File: config.mk
export PLATFORM = sky130hd
export DESIGN_NAME = tbpwm_timer
export DESIGN_NICKNAME = d
export VERILOG_FILES = /design/src/rtl/tbpwm_pkg.sv /design/src/rtl/tbpwm_timer.sv
export SDC_FILE = /design/constraint.sdc
export NUM_CORES = 1
export LEC_CHECK = 0
export BUFFER_PORTS_ARGS = -buffer_cell sky130_fd_sc_hd__buf_2
export CAP_MARGIN = 20
export CORE_MARGIN = 4
export CORE_UTILIZATION = 57
export CTS_BUF_LIST = sky130_fd_sc_hd__clkbuf_16
export CTS_CLUSTER_DIAMETER = 100
export DETAILED_ROUTE_END_ITERATION = 8
export PLACE_DENSITY = 0.86
export SYNTH_ARGS = -nofsm -noshare
export SYNTH_HDL_FRONTEND = slang
export SYNTH_SLANG_ARGS = --single-unit
File: constraint.sdc
create_clock -name mclk_i -period 2.3 [get_ports mclk_i]
set_clock_uncertainty 0.05 [all_clocks]
set_input_delay 0.46 -clock mclk_i [delete_from_list [all_inputs] [get_ports mclk_i]]
set_output_delay 0.46 -clock mclk_i [all_outputs]
set_load 0.01 [all_outputs]
File: src/rtl/tbpwm_pkg.sv
// Package for the six-channel buffered PWM timer: register offsets, field positions, reset values.
// Assumes a byte-wide register port with one-cycle-late read data.
package tbpwm_pkg;
    localparam int NUM_CHAN = 6;
    localparam logic [5:0] ADDR_STATUS_CTRL = 6'h00;
    localparam logic [5:0] ADDR_CNT_HI = 6'h01;
    localparam logic [5:0] ADDR_CNT_LO = 6'h02;
    localparam logic [5:0] ADDR_MOD_HI = 6'h03;
    localparam logic [5:0] ADDR_MOD_LO = 6'h04;
    // Channel x: control at base+3x, compare high at base+3x+1, compare low at base+3x+2.
    localparam logic [5:0] ADDR_CHAN_BASE = 6'h05;
    localparam logic [5:0] ADDR_BREAK_CTRL = 6'h17;
    localparam int TSC_OVF_FLAG = 7;
    localparam int TSC_OVF_IE = 6;
    localparam int TSC_HALT = 5;
    localparam int TSC_RESET = 4;
    localparam int CSC_FLAG = 7;
    localparam int CSC_IE = 6;
    localparam int CSC_UPPER = 5;
    localparam int CSC_LOWER = 4;
    localparam int CSC_ACT_HI = 3;
    localparam int CSC_ACT_LO = 2;
    localparam int CSC_TOV = 1;
    localparam int CSC_MAX = 0;
    localparam logic [7:0] TSC_RESET_VAL = 8'h20;
    localparam logic [15:0] MOD_RESET_VAL = 16'hffff;
    localparam logic [2:0] PS_EXTERNAL = 3'h7;

    typedef struct packed {
        logic wr;
        logic rd;
        logic [5:0] addr;
        logic [7:0] wdata;
    } tbpwm_bus_s;
endpackage : tbpwm_pkg

File: src/rtl/tbpwm_timer.sv
// Six-channel 16-bit timer with paired buffered PWM, prescaler, external clock and flags.
// Assumes all inputs synchronous to mclk_i and a master that never issues read and write together.
`timescale 1ns/1ps
module tbpwm_timer #(
    parameter int CNT_W = 16
) (
    // Clock and reset
    input wire logic mclk_i,
    input wire logic rst_n_i,
    // Register port
    input wire logic [5:0] addr_i,
    input wire logic [7:0] wdata_i,
    input wire logic wr_i,
    input wire logic rd_i,
    output logic [7:0] rdata_o,
    // System states
    input wire logic wait_mode_i,
    input wire logic stop_mode_i,
    input wire logic break_i,
    // Pins
    input wire logic ext_clk_i,
    input wire logic [5:0] chan_pin_i,
    output logic [5:0] chan_pin_o,
    output logic [5:0] chan_pin_oe_o,
    output logic ext_clk_pin_force_input_o,
    // Interrupts and wake
    output logic ovf_irq_o,
    output logic [5:0] chan_irq_o,
    output logic wake_o
);
    logic [7:0] tsc_ff;
    logic [2:0] ps_ff;
    logic [CNT_W-1:0] cnt_ff;
    logic [CNT_W-1:0] mod_ff;
    logic [7:0] mod_hi_buf_ff;
    logic mod_pending_ff;
    logic [6:0] pre_ff;
    logic ext_d_ff;
    logic [7:0] csc_ff [6];
    logic [CNT_W-1:0] cmp_ff [6];
    logic [7:0] cmp_hi_buf_ff [6];
    logic [5:0] out_ff;
    logic [2:0] active_odd_ff;
    logic [2:0] pending_odd_ff;
    logic [2:0] pending_set_ff;
    logic [5:0] cap_d_ff;
    logic ovf_armed_ff;
    logic [5:0] chf_armed_ff;
    logic break_clear_enable_ff;
    logic [7:0] nxt_rdata;

    logic acc_ok;
    logic wr_ok;
    logic rd_ok;
    logic tick;
    logic run;
    logic at_mod;
    logic ovf_evt;
    logic [5:0] chan_evt;
    logic [5:0] chan_linked_odd;
    logic flag_clear_ok;

    function automatic logic [1:0] mode_of(input logic [7:0] c);
        // Upper bit wins: 1x buffered, 01 unbuffered, 00 input capture.
        mode_of = c[tbpwm_pkg::CSC_UPPER] ? 2'h2 : (c[tbpwm_pkg::CSC_LOWER] ? 2'h1 : 2'h0);
    endfunction : mode_of

    function automatic logic [5:0] chan_reg_addr(input int ch, input int off);
        chan_reg_addr = 6'(int'(tbpwm_pkg::ADDR_CHAN_BASE) + 3 * ch + off);
    endfunction : chan_reg_addr

    // Registers are unreachable in wait and stop; the CPU is halted there anyway.
    assign acc_ok = !wait_mode_i && !stop_mode_i;
    assign wr_ok = wr_i && acc_ok;
    assign rd_ok = rd_i && acc_ok;
    assign flag_clear_ok = !break_i || break_clear_enable_ff;
    assign run = !tsc_ff[tbpwm_pkg::TSC_HALT] && !break_i && !stop_mode_i;
    assign at_mod = (cnt_ff == mod_ff);

    // Prescaler divides by 2^ps; the external pin is edge detected on the system clock.
    always_comb
    begin
        if (ps_ff == tbpwm_pkg::PS_EXTERNAL)
        begin
            tick = ext_clk_i && !ext_d_ff;
        end
        else if (ps_ff == 3'h0)
        begin
            tick = 1'b1;
        end
        else
        begin
            tick = (pre_ff & 7'((8'h01 << ps_ff) - 8'h01)) == 7'((8'h01 << ps_ff) - 8'h01);
        end
    end

    assign ovf_evt = run && tick && at_mod && !mod_pending_ff;
    assign ext_clk_pin_force_input_o = (ps_ff == tbpwm_pkg::PS_EXTERNAL);

    always_ff @(posedge mclk_i or negedge rst_n_i)
    begin
        if (!rst_n_i)
        begin
            pre_ff <= 7'h00;
            ext_d_ff <= 1'b0;
            cnt_ff <= '0;
        end
        else
        begin
            ext_d_ff <= ext_clk_i;
            if (wr_ok && addr_i == tbpwm_pkg::ADDR_STATUS_CTRL && wdata_i[tbpwm_pkg::TSC_RESET])
            begin
                pre_ff <= 7'h00;
                cnt_ff <= '0;
            end
            else if (run)
            begin
                pre_ff <= pre_ff + 7'h01;
                if (tick)
                begin
                    cnt_ff <= at_mod ? '0 : cnt_ff + 1'b1;
                end
            end
        end
    end

    // Timer status and control, modulo and break-clear control.
    always_ff @(posedge mclk_i or negedge rst_n_i)
    begin
        if (!rst_n_i)
        begin
            tsc_ff <= tbpwm_pkg::TSC_RESET_VAL;
            ps_ff <= 3'h0;
            mod_ff <= tbpwm_pkg::MOD_RESET_VAL;
            mod_hi_buf_ff <= 8'h00;
            mod_pending_ff <= 1'b0;
            ovf_armed_ff <= 1'b0;
            break_clear_enable_ff <= 1'b0;
        end
        else
        begin
            if (rd_ok && addr_i == tbpwm_pkg::ADDR_STATUS_CTRL && tsc_ff[tbpwm_pkg::TSC_OVF_FLAG] && flag_clear_ok)
            begin
                ovf_armed_ff <= 1'b1;
            end
            if (wr_ok && addr_i == tbpwm_pkg::ADDR_STATUS_CTRL)
            begin
                tsc_ff[tbpwm_pkg::TSC_OVF_IE] <= wdata_i[tbpwm_pkg::TSC_OVF_IE];
                tsc_ff[tbpwm_pkg::TSC_HALT] <= wdata_i[tbpwm_pkg::TSC_HALT];
                ps_ff <= wdata_i[2:0];
                if (!wdata_i[tbpwm_pkg::TSC_OVF_FLAG] && ovf_armed_ff && flag_clear_ok)
                begin
                    tsc_ff[tbpwm_pkg::TSC_OVF_FLAG] <= 1'b0;
                    ovf_armed_ff <= 1'b0;
                end
            end
            if (ovf_evt)
            begin
                // A new overflow wins over a clear in the same cycle and voids the armed read.
                tsc_ff[tbpwm_pkg::TSC_OVF_FLAG] <= 1'b1;
                ovf_armed_ff <= 1'b0;
            end
            if (wr_ok && addr_i == tbpwm_pkg::ADDR_MOD_HI)
            begin
                mod_hi_buf_ff <= wdata_i;
                mod_pending_ff <= 1'b1;
            end
            if (wr_ok && addr_i == tbpwm_pkg::ADDR_MOD_LO)
            begin
                mod_ff <= CNT_W'({mod_hi_buf_ff, wdata_i});
                mod_pending_ff <= 1'b0;
            end
            if (wr_ok && addr_i == tbpwm_pkg::ADDR_BREAK_CTRL)
            begin
                break_clear_enable_ff <= wdata_i[0];
            end
        end
    end

    assign ovf_irq_o = tsc_ff[tbpwm_pkg::TSC_OVF_FLAG] && tsc_ff[tbpwm_pkg::TSC_OVF_IE];

    genvar g;
    generate
        for (g = 0; g < 6; g++)
        begin : g_chan
            localparam int EVEN = g - (g % 2);
            localparam int PAIR = g / 2;
            logic linked;
            logic [1:0] mode;
            logic [CNT_W-1:0] cmp_sel;
            logic cmp_hit;
            logic cap_hit;

            // An odd channel whose even partner is buffered goes quiet.
            assign linked = (g % 2 == 1) && (mode_of(csc_ff[EVEN]) == 2'h2);
            assign chan_linked_odd[g] = linked;
            assign mode = mode_of(csc_ff[g]);
            if (g % 2 == 0)
            begin : g_even
                assign cmp_sel = (mode == 2'h2 && active_odd_ff[PAIR]) ? cmp_ff[g + 1] : cmp_ff[g];
            end
            else
            begin : g_odd
                assign cmp_sel = cmp_ff[g];
            end
            assign cmp_hit = run && tick && mode != 2'h0 && !linked && cnt_ff == cmp_sel;
            // Captures are ignored in break and while the counter is halted.
            assign cap_hit = run && mode == 2'h0 && !linked &&
                (csc_ff[g][tbpwm_pkg::CSC_ACT_HI] && chan_pin_i[g] && !cap_d_ff[g] ||
                 csc_ff[g][tbpwm_pkg::CSC_ACT_LO] && !chan_pin_i[g] && cap_d_ff[g]);
            assign chan_evt[g] = cmp_hit || cap_hit;

            always_ff @(posedge mclk_i or negedge rst_n_i)
            begin
                if (!rst_n_i)
                begin
                    csc_ff[g] <= 8'h00;
                    cmp_ff[g] <= '0;
                    cmp_hi_buf_ff[g] <= 8'h00;
                    chf_armed_ff[g] <= 1'b0;
                    out_ff[g] <= 1'b0;
                    cap_d_ff[g] <= 1'b0;
                end
                else
                begin
                    cap_d_ff[g] <= chan_pin_i[g];
                    if (rd_ok && addr_i == chan_reg_addr(g, 0) && csc_ff[g][tbpwm_pkg::CSC_FLAG] && flag_clear_ok)
                    begin
                        chf_armed_ff[g] <= 1'b1;
                    end
                    if (wr_ok && addr_i == chan_reg_addr(g, 0))
                    begin
                        csc_ff[g][6:0] <= wdata_i[6:0];
                        if (!wdata_i[tbpwm_pkg::CSC_FLAG] && chf_armed_ff[g] && flag_clear_ok)
                        begin
                            csc_ff[g][tbpwm_pkg::CSC_FLAG] <= 1'b0;
                            chf_armed_ff[g] <= 1'b0;
                        end
                    end
                    if (chan_evt[g])
                    begin
                        csc_ff[g][tbpwm_pkg::CSC_FLAG] <= 1'b1;
                        chf_armed_ff[g] <= 1'b0;
                    end
                    if (wr_ok && addr_i == chan_reg_addr(g, 1))
                    begin
                        cmp_hi_buf_ff[g] <= wdata_i;
                    end
                    if (wr_ok && addr_i == chan_reg_addr(g, 2))
                    begin
                        // Writing the active set lands at once, exactly as unbuffered PWM.
                        cmp_ff[g] <= CNT_W'({cmp_hi_buf_ff[g], wdata_i});
                    end
                    // Output: full duty wins, then compare action, then overflow toggle.
                    if (csc_ff[g][tbpwm_pkg::CSC_MAX] && csc_ff[g][tbpwm_pkg::CSC_TOV] && mode != 2'h0)
                    begin
                        out_ff[g] <= 1'b1;
                    end
                    else if (cmp_hit)
                    begin
                        if (csc_ff[g][tbpwm_pkg::CSC_ACT_HI] && csc_ff[g][tbpwm_pkg::CSC_ACT_LO])
                        begin
                            out_ff[g] <= 1'b1;
                        end
                        else if (csc_ff[g][tbpwm_pkg::CSC_ACT_HI])
                        begin
                            out_ff[g] <= 1'b0;
                        end
                        else if (csc_ff[g][tbpwm_pkg::CSC_ACT_LO])
                        begin
                            out_ff[g] <= !out_ff[g];
                        end
                    end
                    else if (ovf_evt && csc_ff[g][tbpwm_pkg::CSC_TOV] && mode != 2'h0 && !linked)
                    begin
                        out_ff[g] <= !out_ff[g];
                    end
                end
            end

            assign chan_pin_o[g] = out_ff[g];
            // A linked odd channel leaves its pin to the port logic.
            assign chan_pin_oe_o[g] = mode != 2'h0 && !linked &&
                (csc_ff[g][tbpwm_pkg::CSC_ACT_HI] || csc_ff[g][tbpwm_pkg::CSC_ACT_LO]);
            assign chan_irq_o[g] = csc_ff[g][tbpwm_pkg::CSC_FLAG] && csc_ff[g][tbpwm_pkg::CSC_IE] && !linked;
        end
    endgenerate

    // Pair hand-over: the last-written set takes over at the next overflow.
    generate
        for (g = 0; g < 3; g++)
        begin : g_pair
            always_ff @(posedge mclk_i or negedge rst_n_i)
            begin
                if (!rst_n_i)
                begin
                    active_odd_ff[g] <= 1'b0;
                    pending_odd_ff[g] <= 1'b0;
                    pending_set_ff[g] <= 1'b0;
                end
                else if (mode_of(csc_ff[2 * g]) != 2'h2)
                begin
                    // Unlinked pairs restart from the even set when relinked.
                    active_odd_ff[g] <= 1'b0;
                    pending_odd_ff[g] <= 1'b0;
                    pending_set_ff[g] <= 1'b0;
                end
                else
                begin
                    if (ovf_evt && pending_set_ff[g])
                    begin
                        active_odd_ff[g] <= pending_odd_ff[g];
                        pending_set_ff[g] <= 1'b0;
                    end
                    if (wr_ok && addr_i == chan_reg_addr(2 * g + 1, 2))
                    begin
                        pending_odd_ff[g] <= 1'b1;
                        pending_set_ff[g] <= 1'b1;
                    end
                    else if (wr_ok && addr_i == chan_reg_addr(2 * g, 2))
                    begin
                        pending_odd_ff[g] <= 1'b0;
                        pending_set_ff[g] <= 1'b1;
                    end
                end
            end
        end
    endgenerate

    assign wake_o = wait_mode_i && (ovf_irq_o || (|chan_irq_o));

    always_comb
    begin
        nxt_rdata = 8'h00;
        if (addr_i == tbpwm_pkg::ADDR_STATUS_CTRL)
        begin
            nxt_rdata = {tsc_ff[7:5], 2'h0, ps_ff};
        end
        else if (addr_i == tbpwm_pkg::ADDR_CNT_HI)
        begin
            nxt_rdata = cnt_ff[15:8];
        end
        else if (addr_i == tbpwm_pkg::ADDR_CNT_LO)
        begin
            nxt_rdata = cnt_ff[7:0];
        end
        else if (addr_i == tbpwm_pkg::ADDR_MOD_HI)
        begin
            nxt_rdata = mod_ff[15:8];
        end
        else if (addr_i == tbpwm_pkg::ADDR_MOD_LO)
        begin
            nxt_rdata = mod_ff[7:0];
        end
        else if (addr_i == tbpwm_pkg::ADDR_BREAK_CTRL)
        begin
            nxt_rdata = {7'h00, break_clear_enable_ff};
        end
        for (int c = 0; c < 6; c++)
        begin
            if (addr_i == chan_reg_addr(c, 0))
            begin
                nxt_rdata = chan_linked_odd[c] ? 8'h00 : csc_ff[c];
            end
            if (addr_i == chan_reg_addr(c, 1))
            begin
                nxt_rdata = cmp_ff[c][15:8];
            end
            if (addr_i == chan_reg_addr(c, 2))
            begin
                nxt_rdata = cmp_ff[c][7:0];
            end
        end
    end

    always_ff @(posedge mclk_i or negedge rst_n_i)
    begin
        if (!rst_n_i)
        begin
            rdata_o <= 8'h00;
        end
        else
        begin
            rdata_o <= rd_ok ? nxt_rdata : 8'h00;
        end
    end
endmodule : tbpwm_timer

==> summary by stage <==
Status
The flow ran to the end, but the final reports show violations. The final reports fail on negative setup slack.

Synthesis
The share of synthesized cell area in full adder, half adder and majority cells is less than 1%. The area share of xor/xnor cells in the synthesized design is 5.63%. The average instance area after synthesis is 10.1 um2. The cell count after synthesis is around 1600. In this run, synthesis inferred 0 flip-flops with an integrated enable.

The top-area cell type share of the netlist area is 42.3%. The most used flip-flop cell after synthesis is dfrtp_1. The number of nets handed over by synthesis was between 1500 and 2000.

The mapped netlist covers between 15000 and 20000 um2. The number of distinct library cells after synthesis is 92. Counting flops with an async set or reset pin after synthesis yields a share of between 90% and 100%.

The dominant combinational cell family by area after synthesis is simple AND/OR/NAND/NOR gates. After synthesis the netlist holds a flip-flop and latch count of 283. The synthesized netlist devotes between 10% and 20% of its cell area to compound gates.

For this run, the number of Yosys warnings is 0. The largest total area in the synthesized netlist belongs to dfrtp_1. The post-synthesis sequential area ratio is between 40% and 50%. Measured against the total synthesized area, the mux share comes to approximately 15%.

By area the synthesized netlist is led by dfrtp_1, mux2_2, nand2_1. The simple logic cell fraction of the synthesized area is between 10% and 20%.

Setup path
On the critical path the largest part of the delay comes from simple AND/OR/NAND/NOR gates. In this run the worst path has a maximum fanout of 2. The worst setup path startpoint is csc_ff[15]$_DFFE_PN0P_. For the worst flop-to-flop path, the logic depth is 8. STA classifies the critical path endpoint as an output pin.

The critical path data required time is about 1.8 ns. The startpoint identified for the worst register-to-register timing path is cnt_ff[5]$_DFFE_PN0P_. The number of buffers and inverters on the critical path is 1. The critical path arrival is 2.16 ns. The worst setup path is launched from a flip-flop. For this design, the slowest cell found on the critical path is or4_4. The slack of the worst reg-to-reg path is 0.01 ns. Traced cell by cell, the critical path runs through and2_4 -> or4_4 -> o41a_1 -> buf_2. The critical path's largest stage delay is around 0.52 ns. The endpoint identified for the worst register-to-register timing path is cnt_ff[15]$_DFFE_PN0P_. The worst setup path is of the flip-flop to output pin kind.

Detailed routing
In the routed layout, each cell is associated on average with a via count of approximately 6.8. The first TritonRoute pass finished after 6 iterations. Once detail routing completed, the nets flagged for antenna violations numbered 0. For this run, design rule violations remaining after detail routing come to 0.

For this block, the routed nets add up to 66.7 mm of wire. The final route contains 15200 vias. The wire length per cell after detailed routing is 29.7 um.

The number of design-rule violations left by the first detailed-router iteration is about 1800.

Power
The switching fraction of total power is 31.5%. The switching power is 4420 uW. The maximum VDD drop is 0.652 mV. In this run, the combinational gates consume 25.8% of the power.

The areal power density over the cells is 694 nW/um2. Internal power comes to 9630 uW. In this run, the clock network consumes 34.1% of the power. The leakage power of the design is 0.00982 uW. The share of total power dissipated in sequential elements is 40.1%.

STA
The final number of max-transition violations is 0. The total setup violations reported at the end of the flow is 1. The shortest period the worst path allows is 2.67 ns. In the post-route analysis, the smallest setup slack over all paths is -0.370 ns. The number of hold violations in the final report is 0. The sum of negative setup slack is -0.370 ns. For the pin with the worst max-slew slack, the measured transition is slightly above 0.8 ns. The fmax is ~0.37 GHz.

Setup repair after global routing could not meet its margin everywhere. The worst pin sits at a relative slew slack of 45.7%. Dividing the final minimum period by the clock period gives 116%.

Clock tree
The root buffer cell is clkbuf_16. The TritonCTS sink count is 283. The later-pin clock latency in the skew report is 0.57 ns. After clock tree synthesis, the clock-pin slew on the worst setup and hold paths is 0.06 ns.

The clock passes through at most 3 buffers. The number of clock buffers added by TritonCTS is 30. TritonCTS built the clock tree.

CTS built an H-tree with a depth of 1.

Min path
The path class of the tightest hold or removal check is input port to asynchronous set/reset pin.

GRT
The pin count of the biggest net entering global routing is 60. Global routing used ~43% of the available tracks. The number of antenna violations at the first check in global routing is 1. For this run the aggregate overflow at the end of global routing stands at 0. The number of global-route vias before repair is 15200. The wire length of the first global-routing pass is about 98 mm.

Finish
Compared with the post-synthesis result, the final layout area differs by 28.8%. Of the cells placed in the final design, the portion with a size suffix greater than 1 is about 36%. Across the whole layout, storage elements account for 7110 um2. The antenna diode count is 0. The final net count is 1915. The layout has 1890 filler cells. The finished layout cell area is 20200 um2.

The multi-input combinational cells in the finished layout cover a total of 8420 um2. For this run, the share of the core covered by cells in the final layout is between 70% and 80%.

Floorplan
The area of the core is 27000 um2. The starting utilization of the core area is about three fifths. The number of placement rows is 60. In this run the horizontal extent of the chip is about 170 um. The number of primary I/O pins is between 50 and 60. The area enclosed by the die boundary is just over 30000 um2. Measured along the y axis, the die boundary spans between 150 and 200 um.

Place
The count of buffers inserted at the top-level ports is 56. Detailed placement ended at an HPWL of 49.6 mm. At the end of routability-driven placement, the weighted congestion stood at between 1 and 1.5.

Before CTS, the worst setup slack after placement is -0.276 ns. In this run the cell area measured after placement is 18700 um2.

Flow run
Across the run, the number of max-cap violations was 0.
==> what timing repair did <==
item / in CTS / in global routing
buffers inserted: 8 / 7
gates cloned: 0 / 0
endpoints found under the hold margin: 37 / 0
hold buffers: 8 / 0
setup endpoints to repair: 37 / 40
pin swaps: 10 / 23
gates resized for setup: 37 / 48
==> cell type report <==
class	count	area share, %
tap	341	2.11
clock buffer	31	3.83
inverter	34	0.630
clock inverter	23	0.896
sequential	283	35.1
timing repair buffer	391	15.8
multi-input combinational	1145	41.6
==> cell usage in the layout (no fill, tap or decap), types with 6 or more instances in the layout <==
cell	count
a211o_1	7
a21oi_1	71
a221oi_1	13
a31oi_1	20
and2_1	12
and3_1	21
buf_12	26
buf_2	55
buf_4	290
buf_6	10
clkbuf_16	31
dfrtp_1	257
dfrtp_2	9
dfstp_2	17
dlygate4sd3_1	8
inv_1	39
mux2_1	30
mux2_2	162
mux2i_1	16
nand2_1	173
nand2b_1	14
nand3_1	37
nand3b_1	10
nand4_1	29
nor2_1	75
nor2b_1	29
nor3_1	27
nor3b_1	9
nor4_1	13
o211ai_1	8
o21a_1	9
o21ai_0	52
o21ai_1	6
o221ai_1	9
o22ai_1	29
o31ai_1	7
or3_1	16
xnor2_1	34
xnor2_2	6
xor2_1	54
==> Yosys cell counts, types with 29 or more instances <==
master and instances:
nand4_1 29, nor2_1 78, xor2_1 59, o22ai_1 29, dfrtp_1 266, xnor2_1 42
mux2_1 30, clkbuf_1 63, o21ai_0 52, nor2b_1 29, mux2_2 162, a21oi_1 71
nand3_1 39, nand2_1 174, inv_1 31
==> sequential cells by signal, indices dropped and copies added, names as in the netlist, 6 cells and up <==
register and flops:
cmp_ff 48, cmp_hi_buf_ff 48, csc_ff 48, g_chan.cmp_sel 48, cnt_ff 16, mod_ff 16
mod_hi_buf_ff 8, rdata_o 8, cap_d_ff 6, chan_pin_o 6, chf_armed_ff 6, pre_ff 6
==> cell families (layout without fill, tap and decap cells) <==
family | Yosys count | after routing
simple gates | 520 | 520
compound gates | 313 | 313
flops | 283 | 283
mux | 209 | 209
buf+inv | 131 | 479
xor+xnor | 101 | 101
fa+ha+maj | 2 | 2
==> power by group through the flow <==
stage | Clock, uW | Combinational, uW | Sequential [uW]
global route | 5010 | 3770 | 5660
CTS | 4820 | 3350 | 5610
detailed placement | 0 | 3170 | 5680
floorplan | 0 | 1470 | 5560
global placement | 0 | 3110 | 5660
finish | 4790 | 3630 | 5640
==> metal layers <==
| layer | GRT usage, % | up-vias | routed length, um |
|---|---|---|---|
| li1 | - | 6335 | - |
| met1 | 58.4 | 7556 | 26000 |
| met2 | 65.5 | 1027 | 29100 |
| met3 | 11.0 | 275 | 7680 |
| met4 | 20.4 | 0 | 3980 |
| met5 | 0 | - | 0 |
==> worst reg2reg max path, cell delays in order, from the launching register on <==
cell     delay (ns)
dfrtp_1        0.42
buf_4          0.34
and4_1         0.27
nand4_1        0.14
nor2_1         0.19
nand4_1        0.20
buf_4          0.19
o31ai_1        0.26
a21oi_1        0.11
==> worst max path at each step <==
stage,slack (ns),cells after the start,endpoint
floorplan,0.07,7,g_chan[3].cmp_sel[10]$_DFFE_PN0P_
global placement,-0.19,8,rdata_o[0]$_DFF_PN0_
detailed placement,-0.28,8,rdata_o[0]$_DFF_PN0_
CTS,-0.36,4,wake_o
global route,-0.38,4,wake_o
finish,-0.37,4,wake_o
==> per-stage QoR <==
step	hold slack, ns	instances	total power (uW)
2_1_floorplan	0.114	1559	7030
3_3_place_gp	0.306	2174	8770
3_5_place_dp	0.309	2174	8850
4_1_cts	0.307	2243	13800
5_1_grt	0.342	2248	14400
6_report	0.318	2248	14000
Power figures use the tool's default switching activity.
